**src/core/itt_defines.svh**
```systemverilog
`ifndef ITT_DEFINES_SVH
`define ITT_DEFINES_SVH

// Register offsets on the plain register port
`define ITT_MODE_ADDR 8'hB0
`define ITT_COUNT_ADDR 8'hB1

// Mode register layout and reset values
`define ITT_CKS_MSB 7
`define ITT_CKS_LSB 5
`define ITT_RSVD_BIT 4
`define ITT_PSEL_MSB 3
`define ITT_PSEL_LSB 0
`define ITT_CKS_RESET 3'h0
`define ITT_PSEL_RESET 4'h0
`define ITT_COUNT_RESET 8'h00

// Prescaler widths: system prescaler reaches /8192, subclock prescaler /128
`define ITT_SYS_PRE_W 13
`define ITT_SUB_PRE_W 7

// Clock output taps, as prescaler bit index (divide by 2 to the index plus one)
`define ITT_CKO_DIV32_BIT 4
`define ITT_CKO_DIV16_BIT 3
`define ITT_CKO_DIV8_BIT 2
`define ITT_CKO_DIV4_BIT 1

// Tick taps, as count of low prescaler bits that must all be one
`define ITT_TAP_SYS_8192 4'hD
`define ITT_TAP_SYS_4096 4'hC
`define ITT_TAP_SYS_2048 4'hB
`define ITT_TAP_SYS_512 4'h9
`define ITT_TAP_SYS_256 4'h8
`define ITT_TAP_SYS_128 4'h7
`define ITT_TAP_SYS_32 4'h5
`define ITT_TAP_SYS_8 4'h3
`define ITT_TAP_SUB_128 4'h7
`define ITT_TAP_SUB_64 4'h6
`define ITT_TAP_SUB_32 4'h5
`define ITT_TAP_SUB_4 4'h2

`endif

```
**src/core/itt_pkg.sv**
```systemverilog
package itt_pkg;

  // Where the counter takes its tick from
  typedef enum logic [1:0] {
    ITT_SRC_SYS = 2'b00,
    ITT_SRC_SUB = 2'b01,
    ITT_SRC_HOLD = 2'b11
  } itt_src_type;

  // State of the timer top apart from the reset synchroniser flops
  typedef struct packed {
    logic sub_meta;
    logic sub_sync;
    logic sub_prev;
    logic [2:0] cks;
    logic [3:0] psel;
    logic [7:0] count;
    logic clk_out;
    logic ovf;
    logic [7:0] rdata;
  } itt_state_type;

endpackage

```
**src/core/itt_pre_if.sv**
```systemverilog
`timescale 1ns/1ps
`default_nettype none

interface itt_pre_if #(parameter int W = 8);
  logic inc;
  logic clr;
  logic [W-1:0] cnt;

  modport ctl (output inc, output clr, input cnt);
  modport pre (input inc, input clr, output cnt);
endinterface

`default_nettype wire

```
**src/core/itt_timer.sv**
```systemverilog
// Strobed register access was left to the implementer.
`timescale 1ns/1ps
`default_nettype none
`include "itt_defines.svh"

// How it works
// - Clock output: system or subclock, /32 to /4
// - Codes 0xxx: interval timer from system prescaler
// - Codes 11xx hold subclock prescaler and counter
// - Count readable, resets zero, ignores writes
// - Mode layout; bit 4 reads one
module itt_timer (
  input wire logic clk,
  input wire logic rst_b,
  input wire logic subclk_in,
  input wire logic [7:0] addr,
  input wire logic [7:0] wdata,
  input wire logic wr,
  input wire logic rd,
  output logic [7:0] rdata,
  output logic clk_out,
  output logic overflow
);

  logic rst_meta_b;
  logic rst_sync_b;
  itt_pkg::itt_state_type st_reg;
  itt_pkg::itt_state_type st_next;
  itt_pkg::itt_src_type src;
  logic [3:0] sys_exp;
  logic [3:0] sub_exp;
  logic [`ITT_SYS_PRE_W-1:0] sys_mask;
  logic [`ITT_SUB_PRE_W-1:0] sub_mask;
  logic sub_edge;
  logic sys_tick;
  logic sub_tick;
  logic tick;
  logic cko_sel;

  itt_pre_if #(.W(`ITT_SYS_PRE_W)) sys_if ();
  itt_pre_if #(.W(`ITT_SUB_PRE_W)) sub_if ();

  // Reset release through two flops; assertion is still immediate
  always_ff @(posedge clk or negedge rst_b) begin
    if (!rst_b) begin
      rst_meta_b <= 1'b0;
      rst_sync_b <= 1'b0;
    end else begin
      rst_meta_b <= 1'b1;
      rst_sync_b <= rst_meta_b;
    end
  end

  // System prescaler runs on every system clock
  assign sys_if.inc = 1'b1;
  assign sys_if.clr = 1'b0;

  // Subclock prescaler advances on each synchronised subclock rising edge outside the hold codes
  assign sub_edge = st_reg.sub_sync & ~st_reg.sub_prev;
  assign sub_if.inc = sub_edge;
  assign sub_if.clr = (src == itt_pkg::ITT_SRC_HOLD);

  itt_prescaler #(.W(`ITT_SYS_PRE_W)) u_system_prescaler (
    .clk(clk),
    .rst_b(rst_sync_b),
    .pre(sys_if.pre)
  );

  itt_prescaler #(.W(`ITT_SUB_PRE_W)) u_subclock_prescaler (
    .clk(clk),
    .rst_b(rst_sync_b),
    .pre(sub_if.pre)
  );

  // Counter source from the top bits of the prescaler selection
  always_comb begin
    if (!st_reg.psel[3]) begin
      src = itt_pkg::ITT_SRC_SYS;
    end else if (!st_reg.psel[2]) begin
      src = itt_pkg::ITT_SRC_SUB;
    end else begin
      src = itt_pkg::ITT_SRC_HOLD;
    end
  end

  // Tap widths: divide by 2 to this power
  always_comb begin
    unique case (st_reg.psel[2:0])
      3'h0: sys_exp = `ITT_TAP_SYS_8192;
      3'h1: sys_exp = `ITT_TAP_SYS_4096;
      3'h2: sys_exp = `ITT_TAP_SYS_2048;
      3'h3: sys_exp = `ITT_TAP_SYS_512;
      3'h4: sys_exp = `ITT_TAP_SYS_256;
      3'h5: sys_exp = `ITT_TAP_SYS_128;
      3'h6: sys_exp = `ITT_TAP_SYS_32;
      3'h7: sys_exp = `ITT_TAP_SYS_8;
    endcase
    // 256 counts at 32.768 kHz: 1 s, 0.5 s, 0.25 s, 0.03125 s
    unique case (st_reg.psel[1:0])
      2'h0: sub_exp = `ITT_TAP_SUB_128;
      2'h1: sub_exp = `ITT_TAP_SUB_64;
      2'h2: sub_exp = `ITT_TAP_SUB_32;
      2'h3: sub_exp = `ITT_TAP_SUB_4;
    endcase
  end

  // A tap pulses when all its low prescaler bits are about to roll over
  assign sys_mask = `ITT_SYS_PRE_W'((14'h0001 << sys_exp) - 14'h0001);
  assign sub_mask = `ITT_SUB_PRE_W'((8'h01 << sub_exp) - 8'h01);
  assign sys_tick = &(sys_if.cnt | ~sys_mask);
  assign sub_tick = sub_edge & (&(sub_if.cnt | ~sub_mask));
  assign tick = (src == itt_pkg::ITT_SRC_SYS) ? sys_tick :
                (src == itt_pkg::ITT_SRC_SUB) ? sub_tick : 1'b0;

  // Clock output picks a prescaler bit, so it is a square wave
  always_comb begin
    unique case (st_reg.cks[1:0])
      2'h0: cko_sel = st_reg.cks[2] ? sub_if.cnt[`ITT_CKO_DIV32_BIT] :
                                      sys_if.cnt[`ITT_CKO_DIV32_BIT];
      2'h1: cko_sel = st_reg.cks[2] ? sub_if.cnt[`ITT_CKO_DIV16_BIT] :
                                      sys_if.cnt[`ITT_CKO_DIV16_BIT];
      2'h2: cko_sel = st_reg.cks[2] ? sub_if.cnt[`ITT_CKO_DIV8_BIT] :
                                      sys_if.cnt[`ITT_CKO_DIV8_BIT];
      2'h3: cko_sel = st_reg.cks[2] ? sub_if.cnt[`ITT_CKO_DIV4_BIT] :
                                      sys_if.cnt[`ITT_CKO_DIV4_BIT];
    endcase
  end

  // Next state: synchroniser, mode register, counter, read port
  always_comb begin
    st_next = st_reg;
    st_next.sub_meta = subclk_in;
    st_next.sub_sync = st_reg.sub_meta;
    st_next.sub_prev = st_reg.sub_sync;
    st_next.clk_out = cko_sel;
    st_next.ovf = 1'b0;
    // Count writes are dropped; only the mode register takes data
    if (wr && addr == `ITT_MODE_ADDR) begin
      st_next.cks = wdata[`ITT_CKS_MSB:`ITT_CKS_LSB];
      st_next.psel = wdata[`ITT_PSEL_MSB:`ITT_PSEL_LSB];
    end
    if (src == itt_pkg::ITT_SRC_HOLD) begin
      st_next.count = `ITT_COUNT_RESET;
    end else if (tick) begin
      st_next.count = st_reg.count + 8'h01;
      st_next.ovf = (st_reg.count == 8'hFF);
    end
    // Read data stand only in the cycle after the strobe
    st_next.rdata = 8'h00;
    if (rd) begin
      if (addr == `ITT_MODE_ADDR) begin
        st_next.rdata = {st_reg.cks, 1'b1, st_reg.psel};
      end else if (addr == `ITT_COUNT_ADDR) begin
        st_next.rdata = st_reg.count;
      end
    end
  end

  always_ff @(posedge clk or negedge rst_sync_b) begin
    if (!rst_sync_b) begin
      st_reg <= '{sub_meta: 1'b0, sub_sync: 1'b0, sub_prev: 1'b0,
                  cks: `ITT_CKS_RESET, psel: `ITT_PSEL_RESET,
                  count: `ITT_COUNT_RESET, clk_out: 1'b0, ovf: 1'b0,
                  rdata: 8'h00};
    end else begin
      st_reg <= st_next;
    end
  end

  assign rdata = st_reg.rdata;
  assign clk_out = st_reg.clk_out;
  assign overflow = st_reg.ovf;

  logic mode_wr;
  assign mode_wr = wr && addr == `ITT_MODE_ADDR;
endmodule

`default_nettype wire

```
**src/core/itt_prescaler.sv**
```systemverilog
`timescale 1ns/1ps
`default_nettype none

// Binary prescaler with increment and clear inputs; every bit is a divided clock
module itt_prescaler #(parameter int W = 8) (
  input wire logic clk,
  input wire logic rst_b,
  itt_pre_if.pre pre
);

  typedef struct packed {
    logic [W-1:0] cnt;
  } itt_pre_state_type;

  itt_pre_state_type st_reg;
  itt_pre_state_type st_next;

  // Clear wins over increment so a held prescaler stays at zero
  always_comb begin
    st_next = st_reg;
    if (pre.clr) begin
      st_next.cnt = '0;
    end else if (pre.inc) begin
      st_next.cnt = st_reg.cnt + {{(W-1){1'b0}}, 1'b1};
    end
  end

  always_ff @(posedge clk or negedge rst_b) begin
    if (!rst_b) begin
      st_reg <= '0;
    end else begin
      st_reg <= st_next;
    end
  end

  assign pre.cnt = st_reg.cnt;

endmodule

`default_nettype wire

```
**config.mk**
```make
export PLATFORM = sky130hd
export DESIGN_NAME = itt_timer
export DESIGN_NICKNAME = d
export VERILOG_FILES = /design/src/core/itt_pkg.sv /design/src/core/itt_pre_if.sv /design/src/core/itt_timer.sv /design/src/core/itt_prescaler.sv
export VERILOG_INCLUDE_DIRS = /design/src /design/src/core
export SDC_FILE = /design/constraint.sdc
export NUM_CORES = 1
export LEC_CHECK = 0
export BUFFER_PORTS_ARGS = -buffer_cell sky130_fd_sc_hd__buf_2
export CORE_AREA = 3 3 79 81
export DETAILED_ROUTE_END_ITERATION = 8
export DIE_AREA = 0 0 82 84
export GPL_TIMING_DRIVEN = 0
export HOLD_SLACK_MARGIN = 0.08
export PLACE_DENSITY = 0.66
export SYNTH_ARGS = -nofsm -noshare
export SYNTH_HDL_FRONTEND = slang
export SYNTH_SLANG_ARGS = --single-unit
```
**constraint.sdc**
```tcl
create_clock -name clk -period 3.6 [get_ports clk]
set_clock_uncertainty 0.2 [all_clocks]
set_input_delay 0 -clock clk [delete_from_list [all_inputs] [get_ports clk]]
set_output_delay 0 -clock clk [all_outputs]
set_load 0.03 [all_outputs]
```
==> results_dict.tcl, run 1 <==
set metrics [dict create \
    status "complete, no violations" \
    crit_arrival_ns 3.22 \
    final_nets 344 \
    drcViolationCount 0 \
    finalHoldViolations 0 \
    most-common-layout-cells "dfrtp_1, buf_2, nor2_1" \
    cp-end-kind "register" \
    die_area_um2 6890 \
    fp-row-count 27 \
    globalplace.congestion 0.783 \
    grt_pass1_wl_mm 9.69 \
    finalSetupViolations 0 \
    largest_register_ffs 16 \
    fmax_mhz 309 \
    drtIter0Drc 125 \
    wl_per_cell_um 14.4 \
    netlist_instances 258 \
    hold_ws_ns 0.136 \
    cts_tree "yes" \
    hold_path_class "in2reg" \
    cts_buffers 5 \
    ys_seq_area_share_pct 45.4 \
    initial_core_util_pct 49.7 \
    critPathMaxFanout 11 \
    power_mw 1.25 \
    drt_wl_total_mm 5.50 \
    synth_cell_types 56 \
    met2_wirelength_mm 2.63 \
    ant_nets 0 \
    placed_cell_area_um2 3010 \
    clockBufferDepth 2 \
    cp_cell_sequence "inv_1 -> ha_1 -> buf_2 -> o211ai_1 -> a21oi_1 -> or3b_1 -> a41oi_2 -> buf_6 -> mux2i_1 -> nor2_1" \
    track_usage_pct 18.0 \
    n_antenna_cell 0 \
    hold_buffers 16 \
    vdd_drop_max_v 0.000312 \
    max_stage_delay_ns 0.62 \
    fill_cells 483 \
    vias 2041 \
    criticalPathCategory "reg2reg" \
    syn_avg_cell_area_um2 10.7 \
    crit_path_start_kind "register" \
    critPathBufInv 3 \
    synth_edf_count 0 \
    fin_crit_ns 3.24 \
    drtPass1Iterations 4 \
    cp.required_ns 3.58 \
    fin_util_pct 58.9 \
    io_pins 31 \
    stdcell_area_um2 3260 \
    grt_pass1_vias 2076 \
    place_ws_ns 0.359 \
    met3WireLength_um 221 \
    post-cts-setup-buffers 0 \
    ys.flop_type "dfrtp_1" \
    cts_resized 0 \
    ys_seq_elements 50 \
    clkSinkCount 50 \
    slew_headroom_pct 64.2 \
    drive_gt1_share_pct 21.9 \
    dr.max_layer_used "met4" \
    port_buffers 28 \
    leakagePower_nw 1.50 \
    postSynth.asyncResetShare_pct 100 \
    drv_slew 0 \
    p_per_area_nw_per_um2 384 \
    die_h_um 84 \
    coreArea_um2 5540 \
    totalNegativeSetupSlack_ns 0 \
    final_common_cell "dfrtp_1" \
    cts-htree-levels 2 \
    die_w_um 82 \
    synth_area_um2 2750 \
    area_growth_pct 18.5 \
    period_share_pct 90.0 \
    yosys_warnings 0 \
    wl_met1_mm 2.64 \
    clk_pin_slew_ns 0.09 \
    maxCapViolCount 0 \
    grt_antenna_before_repair 0 \
    grt-ovfl-total 0 \
    setup_ws_ns 0.362 \
    tightest_slew_ns 0.536 \
    syn-num-nets 292 \
    crit_path_top_delay_cell "dfrtp_1" \
    dp.cells 359 \
    grt_start_max_net_pins 42 \
    viasPerCell 5.33 \
    critical-path-top-delay-family "compound AO/OA/AOI/OAI gates" \
    rsz0062_at_grt "no" \
    clk_latency_ns 0.30 \
    stdcell_count 383 \
    hpwlAfterDp_mm 4.05 \
    cts-root-buf "clkbuf_8" \
]
power by group:
part	switching [mW]	leakage (nW)	total [mW]	internal, mW
sequential	0.0623	0.650	0.676	0.613
clock	0.190	0.0478	0.349	0.158
combinational	0.112	0.804	0.228	0.116
total	0.365	1.50	1.25	0.888
logic make-up after synthesis:
family,count (synthesis),share of synthesized area [%]
xor+xnor,19,6.04
simple gates,89,18.9
fa+ha+maj,13,5.91
compound gates,43,10.5
mux,18,7.72
flops,50,45.4
other cells,1,0.136
buf+inv,25,5.27
cell type report:
type / count / area (um2) / area share (%)
clock buffer: 6 / 82.6 / 2.53
inverter: 7 / 26.3 / 0.805
multi-input combinational: 183 / 1360 / 41.6
buffer: 18 / 119 / 3.64
tap: 72 / 90.1 / 2.76
timing repair buffer: 45 / 320 / 9.81
sequential: 50 / 1250 / 38.4
clock inverter: 2 / 16.3 / 0.498
synth_stat cells, drive strengths merged (6+ instances only):
cell    number  share of area (%)
ha          13                5.9
mux2i       10                3.6
inv          7               0.95
mux2         6                2.5
xor2         8                2.5
o21ai       12                2.2
nand3       13                2.5
nand2b       7                1.6
nor2        23                3.1
nand2       12                1.6
or3          7                1.6
buf         14                3.8
dfrtp       50                 45
xnor2       11                3.5
a21oi       13                2.4
worst register-to-register path, delay by kind of cell, from the launching register on:
kind	cells	cell delay, ns
AOI/OAI and AO/OA	3	0.75
DFF	1	0.62
buffers and inverters	3	0.61
and+or+nand+nor	2	0.43
adders and majority gates	1	0.33
muxes	1	0.19
routing by layer:
layer | GRT usage [%] | up-vias
met5 | 0 | -
met4 | 3.93 | 0
met3 | 4.00 | 3
met2 | 27.5 | 36
met1 | 25.9 | 1001
li1 | - | 1001
worst paths after layout:
kind                                                  to  slack, ns  depth (start not counted)        start
setup / recovery                              st_reg[11]       0.36                         10   st_reg[19]
hold / removal                               st_next[26]       0.14                          2    subclk_in
setup reg to reg                              st_reg[11]       0.36                         10   st_reg[19]
hold reg to reg                              st_next[25]       0.16                          0  st_next[26]
max in group asynchronous  u_system_prescaler.pre.cnt[8]       2.36                          2   rst_sync_b
min in group asynchronous                     rst_sync_b       0.33                          3        rst_b
Power figures use the tool's default switching activity.
==> inputs of run 2 (changes only) <==
--- a/config.mk
+++ b/config.mk
@@ -6,10 +6,11 @@
 export SDC_FILE = /design/constraint.sdc
 export NUM_CORES = 1
 export LEC_CHECK = 0
+export ABC_AREA = 1
 export BUFFER_PORTS_ARGS = -buffer_cell sky130_fd_sc_hd__buf_2
-export CORE_AREA = 3 3 79 81
+export CORE_AREA = 3 3 81 83
 export DETAILED_ROUTE_END_ITERATION = 8
-export DIE_AREA = 0 0 82 84
+export DIE_AREA = 0 0 84 86
 export GPL_TIMING_DRIVEN = 0
 export HOLD_SLACK_MARGIN = 0.08
 export PLACE_DENSITY = 0.66
==> results_dict.tcl, run 2 <==
set metrics [dict create \
    status "complete, no violations" \
    hold_path_class "in2reg" \
    cp.required_ns 3.59 \
    track_usage_pct 18.8 \
    cts_tree "yes" \
    viasPerCell 5.00 \
    finalHoldViolations 0 \
    period_share_pct 90.7 \
    io_pins 31 \
    initial_core_util_pct 49.2 \
    hpwlAfterDp_mm 4.54 \
    syn_avg_cell_area_um2 8.50 \
    coreArea_um2 5920 \
    tightest_slew_ns 0.880 \
    crit_path_top_delay_cell "dlygate4sd3_1" \
    ys_seq_elements 50 \
    drv_slew 0 \
    synth_cell_types 37 \
    synth.most_common_cell "nand2_1" \
    grt_pass1_wl_mm 11.1 \
    crit_path_start_kind "input port" \
    grt_start_max_net_pins 35 \
    yosysTopAreaCell "dfrtp_1" \
    synth_area_um2 2920 \
    vdd_drop_max_v 0.000297 \
    vias 2397 \
    cts_buffers 5 \
    postSynth.asyncResetShare_pct 100 \
    hold_buffers 23 \
    synth_edf_count 0 \
    cp-end-kind "register" \
    cp_common_cell "dlygate4sd3_1" \
    grt-ovfl-total 0 \
    port_buffers 29 \
    power_mw 1.56 \
    drive_gt1_share_pct 19.8 \
    area_growth_pct 21.7 \
    die_h_um 86 \
    leakagePower_nw 1.83 \
    p_sw_mw 0.480 \
    final_nets 437 \
    critPathMaxFanout 8 \
    synth.top_cell.area_share_pct 42.9 \
    netlist_instances 343 \
    syn-num-nets 377 \
    p_per_area_nw_per_um2 440 \
    swShare_pct 30.7 \
    slew_headroom_pct 41.3 \
    grt_antenna_before_repair 0 \
    clkSinkCount 50 \
    p_int_mw 1.08 \
    critPathBufInv 6 \
    fp-row-count 28 \
    most-common-layout-cells "nand2_1, dfrtp_1, inv_1" \
    wl_per_cell_um 13.0 \
    yosys_warnings 0 \
    combPwrFrac_pct 21.1 \
    p_seq_share_pct 47.8 \
    post-cts-setup-buffers 0 \
    hold_ws_ns 0.134 \
    rsz0062_at_grt "no" \
    maxCapViolCount 0 \
    cts-htree-levels 2 \
    drcViolationCount 0 \
    globalplace.congestion 0.855 \
    finalSetupViolations 0 \
    p_clk_share_pct 31.1 \
    criticalPathCategory "in2reg" \
    fin_util_pct 59.9 \
    largest_register_ffs 16 \
    ys.flop_type "dfrtp_1" \
    die_w_um 84 \
    n_antenna_cell 0 \
    cts_resized 0 \
    clockBufferDepth 2 \
    die_area_um2 7220 \
    drt_wl_total_mm 6.22 \
    cts-root-buf "clkbuf_8" \
    max_stage_delay_ns 0.58 \
    fin_crit_ns 3.26 \
    synth_commonest_cells "nand2_1, dfrtp_1, inv_1" \
    clk_pin_slew_ns 0.09 \
    grt_pass1_vias 2447 \
    crit_arrival_ns 3.25 \
    drtIter0Drc 103 \
    ant_nets 0 \
    totalNegativeSetupSlack_ns 0 \
    final_common_cell "nand2_1" \
    fmax_mhz 306 \
    drtPass1Iterations 4 \
    ys_seq_area_share_pct 42.9 \
    critical-path-top-delay-family "buffers and inverters" \
    cp_cell_sequence "dlygate4sd3_1 -> buf_2 -> nor3_1 -> dlygate4sd3_1 -> nand2_1 -> dlygate4sd3_1 -> inv_1 -> nand2_1 -> mux2_2 -> dlygate4sd3_1" \
    synth_area_leaders "dfrtp_1, nand2_1, ha_1" \
    clk_latency_ns 0.30 \
]
run 2: cell count changes in the layout (fill, tap and decap cells not counted), moves of 8 or more:
cell,previous run,this run
xnor2_1,11,3
nor3_1,1,9
nand2_2,0,13
nand3_1,12,20
inv_1,7,36
nand2_1,12,63
mux2i_1,10,0
xor2_1,8,16
nand4_1,2,21
a21oi_1,13,21
run 2: cell type report:
type	instances	area (um2)
sequential	50	1250
tap	75	93.8
timing repair buffer	53	395
fill	555	2370
multi-input combinational	241	1430
inverter	40	150
buffer	12	83.8
clock inverter	2	60.1
clock buffer	6	82.6
run 2: through the flow:
step,setup WS (ns),instance area [um2],std cells
6_report,0.336,3550,479
5_1_grt,0.164,3550,479
4_1_cts,0.417,3550,479
3_5_place_dp,0.872,3180,448
3_3_place_gp,0.927,3150,447
2_1_floorplan,1.26,2920,343
run 2: worst register-to-register path, cell delays in order (launching register included):
cell and delay [ns]:
dfrtp_1 0.50, inv_1 0.17, ha_1 0.35, inv_1 0.09, nand2_2 0.06, nand2_4 0.12, nand3_2 0.13, nand2_2 0.13
nand2_2 0.06, nand2_2 0.06, nand3_2 0.09, nor2_4 0.11, nand4_4 0.22, nand2_4 0.20, nand3_2 0.09, nor2_2 0.08
run 2: per-layer routing:
| layer | track usage (%) | wire (um) | share of wire [%] | vias up |
|---|---|---|---|---|
| li1 | - | - | - | 1241 |
| met1 | 24.6 | 3010 | 48 | 1111 |
| met2 | 32.7 | 2950 | 47 | 37 |
| met3 | 2.88 | 181 | 2.9 | 8 |
| met4 | 5.12 | 73 | 1.2 | 0 |
| met5 | 0 | 0 | 0 | - |
run 2: cell families (layout without fill, tap and decap cells):
kind of cell | Yosys count | count (layout) | synth area share [%]
and+or+nand+nor | 174 | 174 | 31.2
DFF | 50 | 50 | 42.9
xor gates and xnor gates | 19 | 19 | 5.71
other | 1 | 1 | 0.129
adders and majority gates | 13 | 13 | 5.58
AOI/OAI and AO/OA | 33 | 33 | 6.05
muxes | 1 | 1 | 0.386
buffers and inverters | 52 | 113 | 8.03
run 2: path summary, 6_finish.rpt:
| check | endpoint | depth (start not counted) | slack (ns) | start |
|---|---|---|---|---|
| setup / recovery | st_reg[21] | 10 | 0.34 | addr[0] |
| hold / removal | st_next[26] | 2 | 0.13 | subclk_in |
| setup reg to reg | overflow | 15 | 0.87 | st_reg[18] |
| hold reg to reg | rst_sync_b | 0 | 0.16 | rst_meta_b |
| max in group asynchronous | u_system_prescaler.pre.cnt[4] | 1 | 2.18 | rst_sync_b |
| min in group asynchronous | rst_meta_b | 3 | 0.33 | rst_b |
run 2: power by group through the flow:
stage	combinational (mW)	sequential [mW]	clock, mW
final	0.329	0.747	0.486
after CTS	0.331	0.745	0.497
after detailed placement	0.312	0.760	0
after global placement	0.293	0.765	0
after global routing	0.377	0.763	0.525
after floorplan	0.232	0.746	0
==> inputs of run 3 (changes only) <==
--- a/config.mk
+++ b/config.mk
@@ -8,12 +8,12 @@
 export LEC_CHECK = 0
 export ABC_AREA = 1
 export BUFFER_PORTS_ARGS = -buffer_cell sky130_fd_sc_hd__buf_2
-export CORE_AREA = 3 3 81 83
+export CORE_AREA = 3 3 112 60
 export DETAILED_ROUTE_END_ITERATION = 8
-export DIE_AREA = 0 0 84 86
+export DIE_AREA = 0 0 115 63
 export GPL_TIMING_DRIVEN = 0
 export HOLD_SLACK_MARGIN = 0.08
-export PLACE_DENSITY = 0.66
+export PLACE_DENSITY = 0.67
 export SYNTH_ARGS = -nofsm -noshare
 export SYNTH_HDL_FRONTEND = slang
 export SYNTH_SLANG_ARGS = --single-unit
==> results_dict.tcl, run 3 (synthesis gave the netlist of run 2 again) <==
set metrics [dict create \
    rsz0062_at_grt "no" \
    period_share_pct 91.3 \
    cts_resized 0 \
    grt_start_max_net_pins 36 \
    crit_path_top_delay_cell "dlygate4sd3_1" \
    viasPerCell 5.16 \
    drive_gt1_share_pct 19.3 \
    crit_path_start_kind "input port" \
    crit_arrival_ns 3.25 \
    power_mw 1.55 \
    vias 2483 \
    wl_per_cell_um 14.0 \
    final_nets 437 \
    hold_path_class "in2reg" \
    io_pins 31 \
    regArea_um2 1250 \
    drtIter0Drc 192 \
    maxCapViolCount 0 \
    leakagePower_nw 1.82 \
    cts_tree "yes" \
    fmax_mhz 304 \
    globalplace.congestion 0.871 \
    finalSetupViolations 0 \
    grt-ovfl-total 0 \
    status "complete, no violations" \
    fp-row-count 20 \
    cp_cell_sequence "dlygate4sd3_1 -> buf_2 -> nor3b_1 -> dlygate4sd3_1 -> nand2_1 -> dlygate4sd3_1 -> inv_1 -> nand2_1 -> mux2_2 -> dlygate4sd3_1" \
    totalNegativeSetupSlack_ns 0 \
    clk_latency_ns 0.29 \
    clockBufferDepth 2 \
    cp-end-kind "register" \
    most-common-layout-cells "nand2_1, dfrtp_1, inv_1" \
    critPathMaxFanout 8 \
    slew_headroom_pct 36.9 \
    track_usage_pct 19.8 \
    cp.required_ns 3.56 \
    cts-root-buf "clkbuf_16" \
    die_h_um 63 \
    initial_core_util_pct 49.4 \
    p_per_area_nw_per_um2 437 \
    ant_nets 0 \
    coreArea_um2 5910 \
    cp_common_cell "dlygate4sd3_1" \
    multi_input_area_um2 1430 \
    max_stage_delay_ns 0.59 \
    n_antenna_cell 0 \
    final_common_cell "nand2_1" \
    critPathBufInv 6 \
    cts-htree-levels 2 \
    tightest_slew_ns 0.946 \
    drtPass1Iterations 5 \
    drv_slew 0 \
    finalHoldViolations 0 \
    die_area_um2 7250 \
    vdd_drop_max_v 0.000305 \
    critical-path-top-delay-family "buffers and inverters" \
    criticalPathCategory "in2reg" \
    fill_cells 519 \
    clk_pin_slew_ns 0.07 \
    fin_crit_ns 3.29 \
    port_buffers 29 \
    die_w_um 115 \
    cts_buffers 5 \
    clkSinkCount 50 \
    grt_pass1_wl_mm 11.3 \
    drt_wl_total_mm 6.73 \
    grt_antenna_before_repair 0 \
    grt_pass1_vias 2240 \
    area_growth_pct 21.7 \
    largest_register_ffs 16 \
    hpwlAfterDp_mm 5.01 \
    drcViolationCount 0 \
]
## run 3: stage by stage
stage	util (%)	cell area [um2]	hold WS, ns	worst slack, ns	cells
after floorplan	-	2920	-0.496	1.26	343
after global placement	53.5	3160	-0.413	0.921	449
after detailed placement	53.8	3180	-0.414	0.833	450
after CTS	60.1	3550	0.144	0.330	481
after global routing	60.1	3550	0.144	0.187	481
final	60.1	3550	0.148	0.312	481
## run 3: worst paths after layout
check                           slack, ns          end  cells after the start         from
worst max-delay path                 0.31   st_reg[21]                     10      addr[6]
worst min-delay path                 0.15  st_next[26]                      2    subclk_in
worst max register to register       0.77   st_reg[14]                     15   st_reg[18]
worst min register to register       0.15  st_next[25]                      0  st_next[26]
max in group asynchronous            2.17     rdata[7]                      1   rst_sync_b
min in group asynchronous            0.34   rst_meta_b                      3        rst_b
## run 3: timing repair
action / CTS / global route
hold buffers: 23 / 0
endpoints found under the hold margin: 31 / 0
buffers inserted: 0 / 0
## run 3: report_power, final
part           internal (mW)  switching (mW)  total (mW)
combinational          0.140           0.198       0.338
clock                  0.258           0.201       0.459
sequential             0.646           0.106       0.753
total                   1.05           0.505        1.55
## run 3: layout make-up
cell class              count  area share [%]
plain buffers              12            2.36
clock buffers               7            3.74
clock inverters             1           0.212
inverters                  40            4.23
multi-input cells         241            40.3
flip-flops and latches     50            35.3
well taps                  77            2.72
repair buffers             53            11.1
## run 3: layer usage
| metal | GRT usage [%] | wire length, um |
|---|---|---|
| met4 | 4.98 | 84 |
| met5 | 0 | 0 |
| met3 | 5.03 | 478 |
| met2 | 23.3 | 2480 |
| met1 | 34.1 | 3690 |
## run 3: worst register-to-register path: stages (launching register included)
cell,delay (ns)
dfrtp_1,0.49
inv_1,0.18
ha_1,0.38
inv_1,0.11
nand2_2,0.07
nand2_4,0.13
nand3_2,0.13
nand2_2,0.15
nor2_1,0.06
o21bai_1,0.13
nand2_1,0.07
inv_1,0.10
nand4_4,0.19
nand2_4,0.19
nand3b_1,0.11
nand2_1,0.07
